File: src/design/msc_defs.svh
// Offsets, field positions, reset values and timing counts for the
// mode/supply/hardware control register bank.
// Assumes a 20 MHz system clock and the 16-bit serial frame.
`ifndef MSC_DEFS_SVH
`define MSC_DEFS_SVH

`define MSC_ADDR_W 7
`define MSC_ADDR_MODE_SUPPLY 7'h01
`define MSC_ADDR_HW_CTRL0 7'h02
`define MSC_ADDR_WATCHDOG_CONTROL 7'h03

`define MSC_FRAME_BITS 5'h10
`define MSC_BIT_WRITE 7
`define MSC_BYTE_BITS 5'h08

// mode_supply_control fields
`define MSC_MS_MODE_HI 7
`define MSC_MS_MODE_LO 6
`define MSC_MS_AUX_HI 4
`define MSC_MS_AUX_LO 3
`define MSC_MS_OVACT 2
`define MSC_MS_THR_HI 1
`define MSC_MS_THR_LO 0

// hardware_control_zero fields
`define MSC_HW_SRST_PIN 6
`define MSC_HW_FO_FORCE 5
`define MSC_HW_CHARGE_PUMP_ENABLE 2
`define MSC_HW_WD_CNT 0

`define MSC_MS_RESET 8'h00
`define MSC_HW_RESET 8'h00
`define MSC_WD_RESET 8'h14
`define MSC_WD_RESERVED_MASK 8'hf7
`define MSC_WD_RESTART_KEEP 8'hb0
`define MSC_WD_RESTART_SET 8'h04
`define MSC_AUX_OFF 2'h0
`define MSC_AUX_ALWAYS 2'h3

// Low time of the reset output for a soft reset
`define MSC_CLK_MHZ 20
`define MSC_SRST_PULSE_NS 2000
`define MSC_SRST_PULSE_CYC ((`MSC_SRST_PULSE_NS * `MSC_CLK_MHZ + 999) / 1000)
`define MSC_INIT_WAIT 2'h3

`endif

File: src/design/msc_pkg.sv
// Types shared by the control register bank.
// Assumes msc_defs.svh for the numeric constants.
`default_nettype none
package msc_pkg;
    typedef enum logic [1:0] {
        MODE_NORMAL = 2'h0,
        MODE_SLEEP = 2'h1,
        MODE_STOP = 2'h2,
        MODE_SOFTRST = 2'h3
    } msc_mode_t;

    typedef enum logic [1:0] {
        THR_HIGHEST = 2'h0,
        THR_SECOND = 2'h1,
        THR_THIRD = 2'h2,
        THR_FOURTH = 2'h3
    } msc_thr_t;
endpackage
`default_nettype wire

File: src/design/msc_ctrl_regs.sv
// Mode/supply, hardware control and watchdog control registers behind
// the serial slave, with soft reset, restart and overvoltage handling.
// Assumes lock bits, failure flag and restart/overtemperature events come
// from logic on clk_sys; serial pins and straps are asynchronous.
`timescale 1ns/100ps
`default_nettype none
`include "msc_defs.svh"
module msc_ctrl_regs (
    input wire logic clk_sys,
    input wire logic rst_n,
    input wire logic spiCsN,
    input wire logic spiSclk,
    input wire logic spiMosi,
    output logic spiMiso,
    output logic spiMisoOeN,
    input wire logic devModeStrap,
    input wire logic mainOvDetect,
    input wire logic overTempEvent,
    input wire logic restartEnter,
    input wire logic cfgLockClearable,
    input wire logic cfgLockPermanent,
    input wire logic failureFlag,
    input wire logic failPinIsFailOut,
    input wire logic mainOvFlagClr,
    input wire logic cmdFailFlagClr,
    output msc_pkg::msc_mode_t opMode,
    output logic [1:0] auxSupplyMode,
    output logic auxSupplyOn,
    output logic mainOvFlag,
    output logic ovRestartReq,
    output msc_pkg::msc_thr_t mainResetThreshold,
    output logic cmdFailFlag,
    output logic softResetPulse,
    output logic resetOutPin,
    output logic resetOutOeN,
    output logic failOutPin,
    output logic chargePumpEnable,
    output logic watchdogFailCountSelect,
    output logic [7:0] watchdogControl
);
    localparam logic [7:0] SRST_CYC = 8'(`MSC_SRST_PULSE_CYC);

    // Pin synchronisers
    logic csS, sclkS, mosiS, ovS, devS;
    msc_sync #(.WIDTH(5), .INIT(5'h10)) uSync (
        .clk_sys(clk_sys),
        .rst_n(rst_n),
        .asyncIn({spiCsN, spiSclk, spiMosi, mainOvDetect, devModeStrap}),
        .syncOut({csS, sclkS, mosiS, ovS, devS})
    );

    logic [`MSC_ADDR_W-1:0] rdAddr;
    logic [7:0] rdData, statusByte;
    logic frameDone, frameErr;
    logic [15:0] frameData;

    msc_spi_slave uSpi (
        .clk_sys(clk_sys),
        .rst_n(rst_n),
        .csN(csS),
        .sclk(sclkS),
        .mosi(mosiS),
        .statusByte(statusByte),
        .rdData(rdData),
        .rdAddr(rdAddr),
        .miso(spiMiso),
        .misoOeN(spiMisoOeN),
        .frameDone(frameDone),
        .frameErr(frameErr),
        .frameData(frameData)
    );

    // Register state
    msc_pkg::msc_mode_t mode_q;
    logic [1:0] aux_q;
    logic ovAct_q;
    logic [1:0] thr_q;
    logic srstPin_q, foForce_q, cpEn_q, wdCnt_q;
    logic [7:0] wd_q;
    logic ovFlag_q, cmdFail_q, ovPrev_q, ovReq_q;
    logic [7:0] srstCnt_q;
    logic rstPull_q;
    logic [1:0] initCnt_q;
    logic initDone_q;

    // Frame decode
    wire [`MSC_ADDR_W-1:0] wrAddr = frameData[`MSC_ADDR_W-1:0];
    wire [7:0] wrData = frameData[15:8];
    wire isWrite = frameDone && frameData[`MSC_BIT_WRITE];
    wire wrMs = isWrite && (wrAddr == `MSC_ADDR_MODE_SUPPLY);
    wire wrHw = isWrite && (wrAddr == `MSC_ADDR_HW_CTRL0);
    wire wrWd = isWrite && (wrAddr == `MSC_ADDR_WATCHDOG_CONTROL);
    wire [1:0] newMode = wrData[`MSC_MS_MODE_HI:`MSC_MS_MODE_LO];
    wire softReset = wrMs && (newMode == 2'(msc_pkg::MODE_SOFTRST));
    wire stopToSleep = wrMs && (mode_q == msc_pkg::MODE_STOP)
        && (newMode == 2'(msc_pkg::MODE_SLEEP));
    wire stopToNormal = wrMs && (mode_q == msc_pkg::MODE_STOP)
        && (newMode == 2'(msc_pkg::MODE_NORMAL));
    wire plainMsWrite = wrMs && !softReset && !stopToSleep && !stopToNormal;
    wire ovRise = ovS && !ovPrev_q;
    wire devInitLoad = !initDone_q && (initCnt_q == `MSC_INIT_WAIT);

    // Register images for readback
    wire [7:0] msImage = {mode_q, 1'b0, aux_q, ovAct_q, thr_q};
    wire [7:0] hwImage = {1'b0, srstPin_q, foForce_q, 2'b00, cpEn_q, 1'b0, wdCnt_q};

    // Readback uses the stored value, so a write returns the old contents
    assign rdData = (rdAddr == `MSC_ADDR_MODE_SUPPLY) ? msImage :
                    (rdAddr == `MSC_ADDR_HW_CTRL0) ? hwImage :
                    (rdAddr == `MSC_ADDR_WATCHDOG_CONTROL) ? wd_q : 8'h00;
    assign statusByte = {6'h00, cmdFail_q, ovFlag_q};

    // Locked bit keeps its value while its lock is set
    function automatic logic lockedWrite(input logic cur, input logic nv, input logic lock);
        lockedWrite = lock ? cur : nv;
    endfunction

    // Mode field: reset, restart and serial writes
    always_ff @(posedge clk_sys) begin
        if (!rst_n) begin
            mode_q <= msc_pkg::MODE_NORMAL;
        end else if (restartEnter) begin
            mode_q <= msc_pkg::MODE_NORMAL;
        end else if (softReset) begin
            mode_q <= msc_pkg::MODE_NORMAL;
        end else if (stopToNormal) begin
            mode_q <= msc_pkg::MODE_NORMAL;
        end else if (plainMsWrite) begin
            mode_q <= msc_pkg::msc_mode_t'(newMode);
        end
    end

    // Remaining mode/supply fields
    always_ff @(posedge clk_sys) begin
        if (!rst_n) begin
            aux_q <= `MSC_AUX_OFF;
            ovAct_q <= 1'b0;
            thr_q <= 2'h0;
        end else if (restartEnter) begin
            aux_q <= `MSC_AUX_OFF;
            ovAct_q <= 1'b0;
        end else if (softReset) begin
            // Soft reset switches the aux supply off even in development mode
            aux_q <= `MSC_AUX_OFF;
            ovAct_q <= 1'b0;
            thr_q <= 2'h0;
        end else if (overTempEvent) begin
            aux_q <= `MSC_AUX_OFF;
        end else if (devInitLoad && devS) begin
            aux_q <= `MSC_AUX_ALWAYS;
        end else if (plainMsWrite) begin
            aux_q <= wrData[`MSC_MS_AUX_HI:`MSC_MS_AUX_LO];
            ovAct_q <= wrData[`MSC_MS_OVACT];
            thr_q <= wrData[`MSC_MS_THR_HI:`MSC_MS_THR_LO];
        end
    end

    // Development strap is read a few cycles after reset release
    always_ff @(posedge clk_sys) begin
        if (!rst_n) begin
            initCnt_q <= 2'h0;
            initDone_q <= 1'b0;
        end else if (!initDone_q) begin
            if (devInitLoad) begin
                initDone_q <= 1'b1;
            end else begin
                initCnt_q <= initCnt_q + 2'h1;
            end
        end
    end

    // Hardware control register
    always_ff @(posedge clk_sys) begin
        if (!rst_n) begin
            srstPin_q <= 1'(`MSC_HW_RESET >> `MSC_HW_SRST_PIN);
            foForce_q <= 1'b0;
            cpEn_q <= 1'b0;
            wdCnt_q <= 1'b0;
        end else if (restartEnter) begin
            foForce_q <= 1'b0;
        end else if (softReset) begin
            srstPin_q <= lockedWrite(srstPin_q, 1'b0, cfgLockPermanent);
            cpEn_q <= lockedWrite(cpEn_q, 1'b0, cfgLockClearable);
            foForce_q <= 1'b0;
            wdCnt_q <= 1'b0;
        end else if (wrHw) begin
            srstPin_q <= lockedWrite(srstPin_q, wrData[`MSC_HW_SRST_PIN],
                cfgLockPermanent);
            cpEn_q <= lockedWrite(cpEn_q, wrData[`MSC_HW_CHARGE_PUMP_ENABLE], cfgLockClearable);
            foForce_q <= wrData[`MSC_HW_FO_FORCE];
            wdCnt_q <= wrData[`MSC_HW_WD_CNT];
        end
    end

    // Watchdog control register; reserved bit 3 always reads zero
    always_ff @(posedge clk_sys) begin
        if (!rst_n) begin
            wd_q <= `MSC_WD_RESET;
        end else if (restartEnter) begin
            wd_q <= (wd_q & `MSC_WD_RESTART_KEEP) | `MSC_WD_RESTART_SET;
        end else if (softReset) begin
            wd_q <= `MSC_WD_RESET;
        end else if (wrWd) begin
            wd_q <= wrData & `MSC_WD_RESERVED_MASK;
        end
    end

    // Sticky flags: a set in the clearing cycle wins
    always_ff @(posedge clk_sys) begin
        if (!rst_n) begin
            ovPrev_q <= 1'b0;
            ovFlag_q <= 1'b0;
            ovReq_q <= 1'b0;
            cmdFail_q <= 1'b0;
        end else begin
            ovPrev_q <= ovS;
            ovFlag_q <= ovRise | (ovFlag_q & ~mainOvFlagClr);
            ovReq_q <= ovRise & ovAct_q;
            cmdFail_q <= stopToNormal | stopToSleep | frameErr
                | (cmdFail_q & ~cmdFailFlagClr);
        end
    end

    // Reset output pulse for a soft reset; pin control sampled before reset
    always_ff @(posedge clk_sys) begin
        if (!rst_n) begin
            srstCnt_q <= 8'h00;
            rstPull_q <= 1'b0;
        end else if (softReset && !srstPin_q) begin
            srstCnt_q <= SRST_CYC;
            rstPull_q <= 1'b1;
        end else if (srstCnt_q != 8'h00) begin
            srstCnt_q <= srstCnt_q - 8'h01;
            rstPull_q <= (srstCnt_q != 8'h01);
        end
    end

    // Outputs
    logic softRstPulse_q, failOut_q, auxOn_q;
    always_ff @(posedge clk_sys) begin
        if (!rst_n) begin
            softRstPulse_q <= 1'b0;
            failOut_q <= 1'b0;
            auxOn_q <= 1'b0;
        end else begin
            softRstPulse_q <= softReset;
            // Failure keeps the pin active after the force bit is cleared
            failOut_q <= failureFlag | (foForce_q & failPinIsFailOut);
            auxOn_q <= (aux_q == 2'h1) ? (mode_q == msc_pkg::MODE_NORMAL) :
                       (aux_q == 2'h2) ? (mode_q != msc_pkg::MODE_SLEEP) :
                       (aux_q == 2'h3);
        end
    end

    assign opMode = mode_q;
    assign auxSupplyMode = aux_q;
    assign auxSupplyOn = auxOn_q;
    assign mainOvFlag = ovFlag_q;
    assign ovRestartReq = ovReq_q;
    assign mainResetThreshold = msc_pkg::msc_thr_t'(thr_q);
    assign cmdFailFlag = cmdFail_q;
    assign softResetPulse = softRstPulse_q;
    assign resetOutPin = 1'b0;
    assign resetOutOeN = ~rstPull_q;
    assign failOutPin = failOut_q;
    assign chargePumpEnable = cpEn_q;
    assign watchdogFailCountSelect = wdCnt_q;
    assign watchdogControl = wd_q;
endmodule // msc_ctrl_regs
`default_nettype wire

File: src/design/msc_sync.sv
// Two-stage synchroniser for a group of pin inputs.
// Assumes inputs are asynchronous to clk_sys.
`timescale 1ns/100ps
`default_nettype none
module msc_sync #(
    parameter int WIDTH = 1,
    parameter logic [WIDTH-1:0] INIT = '0
) (
    input wire logic clk_sys,
    input wire logic rst_n,
    input wire logic [WIDTH-1:0] asyncIn,
    output logic [WIDTH-1:0] syncOut
);
    logic [WIDTH-1:0] meta_q;

    always_ff @(posedge clk_sys) begin
        if (!rst_n) begin
            meta_q <= INIT;
            syncOut <= INIT;
        end else begin
            meta_q <= asyncIn;
            syncOut <= meta_q;
        end
    end
endmodule // msc_sync
`default_nettype wire

File: src/design/msc_spi_slave.sv
// Oversampled serial slave: 16-bit frames, LSB first, clock idle low,
// input sampled on rising and output shifted on falling clock edges.
// Assumes csN, sclk and mosi are already synchronised to clk_sys.
`timescale 1ns/100ps
`default_nettype none
`include "msc_defs.svh"
module msc_spi_slave (
    input wire logic clk_sys,
    input wire logic rst_n,
    input wire logic csN,
    input wire logic sclk,
    input wire logic mosi,
    input wire logic [7:0] statusByte,
    input wire logic [7:0] rdData,
    output logic [`MSC_ADDR_W-1:0] rdAddr,
    output logic miso,
    output logic misoOeN,
    output logic frameDone,
    output logic frameErr,
    output logic [15:0] frameData
);
    logic sclk_q, cs_q;
    logic [4:0] bitCnt_q;
    logic [15:0] rx_q;
    logic [7:0] tx_q;
    wire sclkRise = sclk & ~sclk_q;
    wire sclkFall = ~sclk & sclk_q;
    wire csStart = ~csN & cs_q;
    wire csEnd = csN & ~cs_q;

    assign rdAddr = rx_q[`MSC_ADDR_W-1:0];

    always_ff @(posedge clk_sys) begin
        if (!rst_n) begin
            sclk_q <= 1'b0;
            cs_q <= 1'b1;
            bitCnt_q <= 5'h00;
            rx_q <= 16'h0000;
            tx_q <= 8'h00;
            miso <= 1'b0;
            misoOeN <= 1'b1;
            frameDone <= 1'b0;
            frameErr <= 1'b0;
            frameData <= 16'h0000;
        end else begin
            sclk_q <= sclk;
            cs_q <= csN;
            misoOeN <= csN;
            frameDone <= csEnd && (bitCnt_q == `MSC_FRAME_BITS);
            frameErr <= csEnd && (bitCnt_q != `MSC_FRAME_BITS);
            if (csEnd) begin
                frameData <= rx_q;
            end
            if (csStart) begin
                bitCnt_q <= 5'h00;
                tx_q <= {1'b0, statusByte[7:1]};
                miso <= statusByte[0];
            end else if (!csN && sclkRise) begin
                if (bitCnt_q < `MSC_FRAME_BITS) begin
                    rx_q[bitCnt_q[3:0]] <= mosi;
                    bitCnt_q <= bitCnt_q + 5'h01;
                end
            end else if (!csN && sclkFall) begin
                // Old register contents go out, even on a write
                if (bitCnt_q == `MSC_BYTE_BITS) begin
                    miso <= rdData[0];
                    tx_q <= {1'b0, rdData[7:1]};
                end else begin
                    miso <= tx_q[0];
                    tx_q <= {1'b0, tx_q[7:1]};
                end
            end
        end
    end
endmodule // msc_spi_slave
`default_nettype wire

File: config.mk
export PLATFORM = sky130hd
export DESIGN_NAME = msc_ctrl_regs
export DESIGN_NICKNAME = d
export VERILOG_FILES = /design/src/design/msc_pkg.sv /design/src/design/msc_ctrl_regs.sv /design/src/design/msc_sync.sv /design/src/design/msc_spi_slave.sv
export VERILOG_INCLUDE_DIRS = /design/src /design/src/design
export SDC_FILE = /design/constraint.sdc
export NUM_CORES = 1
export LEC_CHECK = 0
export BUFFER_PORTS_ARGS = -buffer_cell sky130_fd_sc_hd__buf_2
export CAP_MARGIN = 20
export CORE_AREA = 2 2 92 94
export CTS_BUF_LIST = sky130_fd_sc_hd__clkbuf_4
export DETAILED_ROUTE_END_ITERATION = 12
export DIE_AREA = 0 0 94 96
export GPL_ROUTABILITY_DRIVEN = 0
export PLACE_DENSITY = 0.81
export SYNTH_ARGS = -nofsm -noshare
export SYNTH_HDL_FRONTEND = slang
export SYNTH_HIERARCHICAL = 1
export SYNTH_SLANG_ARGS = --single-unit
File: constraint.sdc
create_clock -name clk_sys -period 1.9 [get_ports clk_sys]
set_clock_uncertainty 0.15 [all_clocks]
set_input_delay 0.285 -clock clk_sys [delete_from_list [all_inputs] [get_ports clk_sys]]
set_output_delay 0.285 -clock clk_sys [all_outputs]
set_load 0.03 [all_outputs]
==> impl_metrics.py <==
metrics = {
    "status": {
        "outcome": "finished, final reports clean",
    },
    "sta": {
        "period_share_pct": 98.4,
        "timing.final.max_slew_violations": 0,
        "fin_ws_ns": 0.0309,
        "hold_violations": 0,
        "period_needed_ns": 1.87,
        "rsz0062_at_grt": "yes",
        "setup_viol": 0,
        "max_clock_freq_mhz": 535,
    },
    "synthesis": {
        "syn_avg_cell_area_um2": 8.90,
        "syn_area_um2": 4350,
        "synthCells": 489,
        "ys_seq_area_share_pct": 44.2,
        "ys_types": 58,
        "async_flop_share_pct": 0,
        "synth_area_leaders": "dfxtp_1, nand2_1, mux2i_1",
        "ys_warn_count": 6,
        "synth_area_leader_cell": "dfxtp_1",
        "ys.flop_type": "dfxtp_1",
        "synth_edf_count": 0,
        "ys_ff_latch": 96,
        "synth_top_area_share_pct": 44.2,
    },
    "cells_and_area": {
        "multiInputGateArea_um2": 2260,
        "fin_nets": 572,
        "areaGrowthSynthToFinish_pct": 15.2,
        "drive_gt1_share_pct": 18.2,
        "fillCellCount": 667,
        "final_common_cell": "dfxtp_1",
        "layout_common_cells": "dfxtp_1, nand2_1, buf_2",
        "final_area_um2": 5010,
        "antennaDiodeCount": 0,
        "regArea_um2": 1920,
    },
    "critical_path": {
        "path_buf_inv": 1,
        "crit_family": "simple AND/OR/NAND/NOR gates",
        "cp_cell_sequence": "or3_4, or3_4, buf_6, o21ai_4, a211o_1",
        "r2r-end": "watchdogControl[2]",
        "cp.required_ns": 2.13,
        "crit_slowest_cell": "or3_4",
        "crit_fanout": 10,
        "critical_path_class": "flop to flop",
        "r2r-start": "uSpi/frameData[5]",
        "max_stage_delay_ns": 0.38,
        "start_kind": "flop",
        "worst_setup_path_end_kind": "flop",
        "crit_top_cell": "or3_4",
        "crit_arrival_ns": 2.10,
        "r2r_setup_slack_ns": 0.03,
        "reg2regPathDepth": 5,
    },
    "floorplan": {
        "die_y_um": 96,
        "die-area_um2": 9020,
        "start_util_pct": 54.0,
        "ios": 41,
        "coreArea_um2": 8050,
        "rows": 33,
        "dieWidth_um": 94,
    },
    "routing": {
        "drtPass1Iterations": 5,
        "drc": 0,
        "wl_per_cell_um": 15.6,
        "drtIter0Drc": 289,
        "via_per_inst": 5.70,
        "vias": 3754,
        "ant_nets": 0,
        "totalWireLength_mm": 10.3,
    },
    "place": {
        "pre_cts_ws_ns": 0.0282,
        "portBuffers": 38,
        "post_dp_cell_area_um2": 4720,
        "dp_hpwl_mm": 7.41,
    },
    "clock_tree": {
        "postCtsSetupBuffers": 0,
        "clkTransAtPathRegs_ns": 0.13,
        "clk_latency_ns": 0.44,
        "clockBufferDepth": 2,
        "cts_tree": "built",
        "cts_root_buf": "clkbuf_4",
        "htreeDepth": 3,
        "cts_sinks": 96,
        "cts_buffers": 9,
    },
    "worst_hold_path": {
        "hp-class": "input pin to flop",
        "worst_hold_path.endpoint": "cmdFailFlag",
        "hold_path_startpoint": "cmdFailFlagClr",
        "holdPathStages": 4,
    },
    "power_and_ir_drop": {
        "peakVddDrop_uv": 556,
        "power_density_nw_per_um2": 663,
        "leakagePower_nw": 1.98,
    },
    "grt": {
        "grt_max_degree": 42,
        "grt_pass1_vias": 3506,
        "grt_antenna_before_repair": 0,
        "grt_first_pass_wirelength_mm": 16.4,
        "track_usage_pct": 23.5,
        "grt-ovfl-total": 0,
    },
    "job": {
        "max_cap_violations": 0,
    },
}
metal layers:
| metal | GRT usage [%] | share of wire, % | vias up | routed length [µm] |
|---|---|---|---|---|
| met1 | 29.3 | 43 | 1771 | 4430 |
| met5 | 0 | 0 | - | 0 |
| met3 | 6.34 | 6.7 | 14 | 685 |
| met4 | 6.76 | 1.2 | 0 | 128 |
| li1 | - | - | 1829 | - |
| met2 | 40.0 | 49 | 140 | 5040 |
worst min-delay path, stage by stage:
cell      delay [ns]
buf_2           0.10
inv_1           0.04
a221oi_1        0.07
nor2b_1         0.10
final cells by class:
class                      count  area share, %
clock buffer                  10           1.50
clock inverter                 5          0.973
inverter                      13          0.973
multi-input combinational    353           45.0
sequential                    96           38.4
tap                          105           2.62
timing repair buffer          77           10.5
power breakdown:
| group | switching (W) | leakage [nW] | internal [W] |
|---|---|---|---|
| registers | 0.0000251 | 0.778 | 0.00205 |
| clock network | 0.000629 | 0.0650 | 0.000398 |
| logic | 0.000122 | 1.14 | 0.0000947 |
| total | 0.000776 | 1.98 | 0.00255 |
state kept, by name (all words and copies together), names as in the netlist, 2 cells and up:
register            flops
auxSupplyMode           2
initCnt_q               2
mainResetThreshold      2
opMode                  2
srstCnt_q               8
uSpi/bitCnt_q           5
uSpi/frameData         16
uSpi/rx_q              16
uSpi/tx_q               7
uSync/meta_q            5
uSync/syncOut           5
watchdogControl         7
worst max path at each step:
stage	depth (start not counted)	start	endpoint
6_report	5	uSpi/frameData[5]	watchdogControl[2]
5_1_grt	5	uSpi/frameData[5]	ovAct_q
4_1_cts	3	uSync/syncOut[4]	uSpi/frameData[1]
3_5_place_dp	5	uSpi/frameData[5]	ovAct_q
3_3_place_gp	5	uSpi/frameData[5]	ovAct_q
2_1_floorplan	6	uSpi/frameData[5]	ovAct_q
what timing repair did:
action / in CTS / in global routing
endpoints found under the hold margin: 11 / 0
setup endpoints to repair: 0 / 29
resized for setup: 0 / 12
hold buffers: 11 / 0
cells in the mapped netlist, drive strengths merged (5+ instances only):
master,instances
a21boi,6
a21o,9
a21oi,36
a221oi,8
and2,15
and3b,5
buf,21
clkbuf,13
dfxtp,96
ha,7
inv,13
mux2i,20
nand2,60
nand2b,8
nand3,16
nand4,9
nor2,33
nor2b,11
nor3,11
nor3b,5
nor4,5
o21ai,22
through the flow:
step | setup TNS [ns] | hold slack (ns) | instances | utilization (%) | power [W]
2_1_floorplan | -0.00875 | 0.207 | 496 | - | 0.00226
3_3_place_gp | 0 | 0.252 | 632 | 58.6 | 0.00230
3_5_place_dp | 0 | 0.256 | 632 | 58.6 | 0.00232
4_1_cts | 0 | 0.0395 | 658 | 61.5 | 0.00334
5_1_grt | -0.0502 | 0.0485 | 659 | 62.3 | 0.00345
6_report | 0 | 0.0531 | 659 | 62.3 | 0.00332
cells by family (layout without fill, tap and decap cells):
family / Yosys count / after routing / synth area share, %
and+or+nand+nor: 197 / 197 / 24.0
AOI/OAI and AO/OA: 111 / 111 / 17.3
DFF: 96 / 96 / 44.2
buffers and inverters: 47 / 105 / 5.61
muxes: 24 / 24 / 5.64
adders and majority gates: 7 / 7 / 2.01
xor gates and xnor gates: 6 / 6 / 1.21
other: 1 / 8 / 0.0862
No activity file was read; power rests on OpenSTA's default activity.
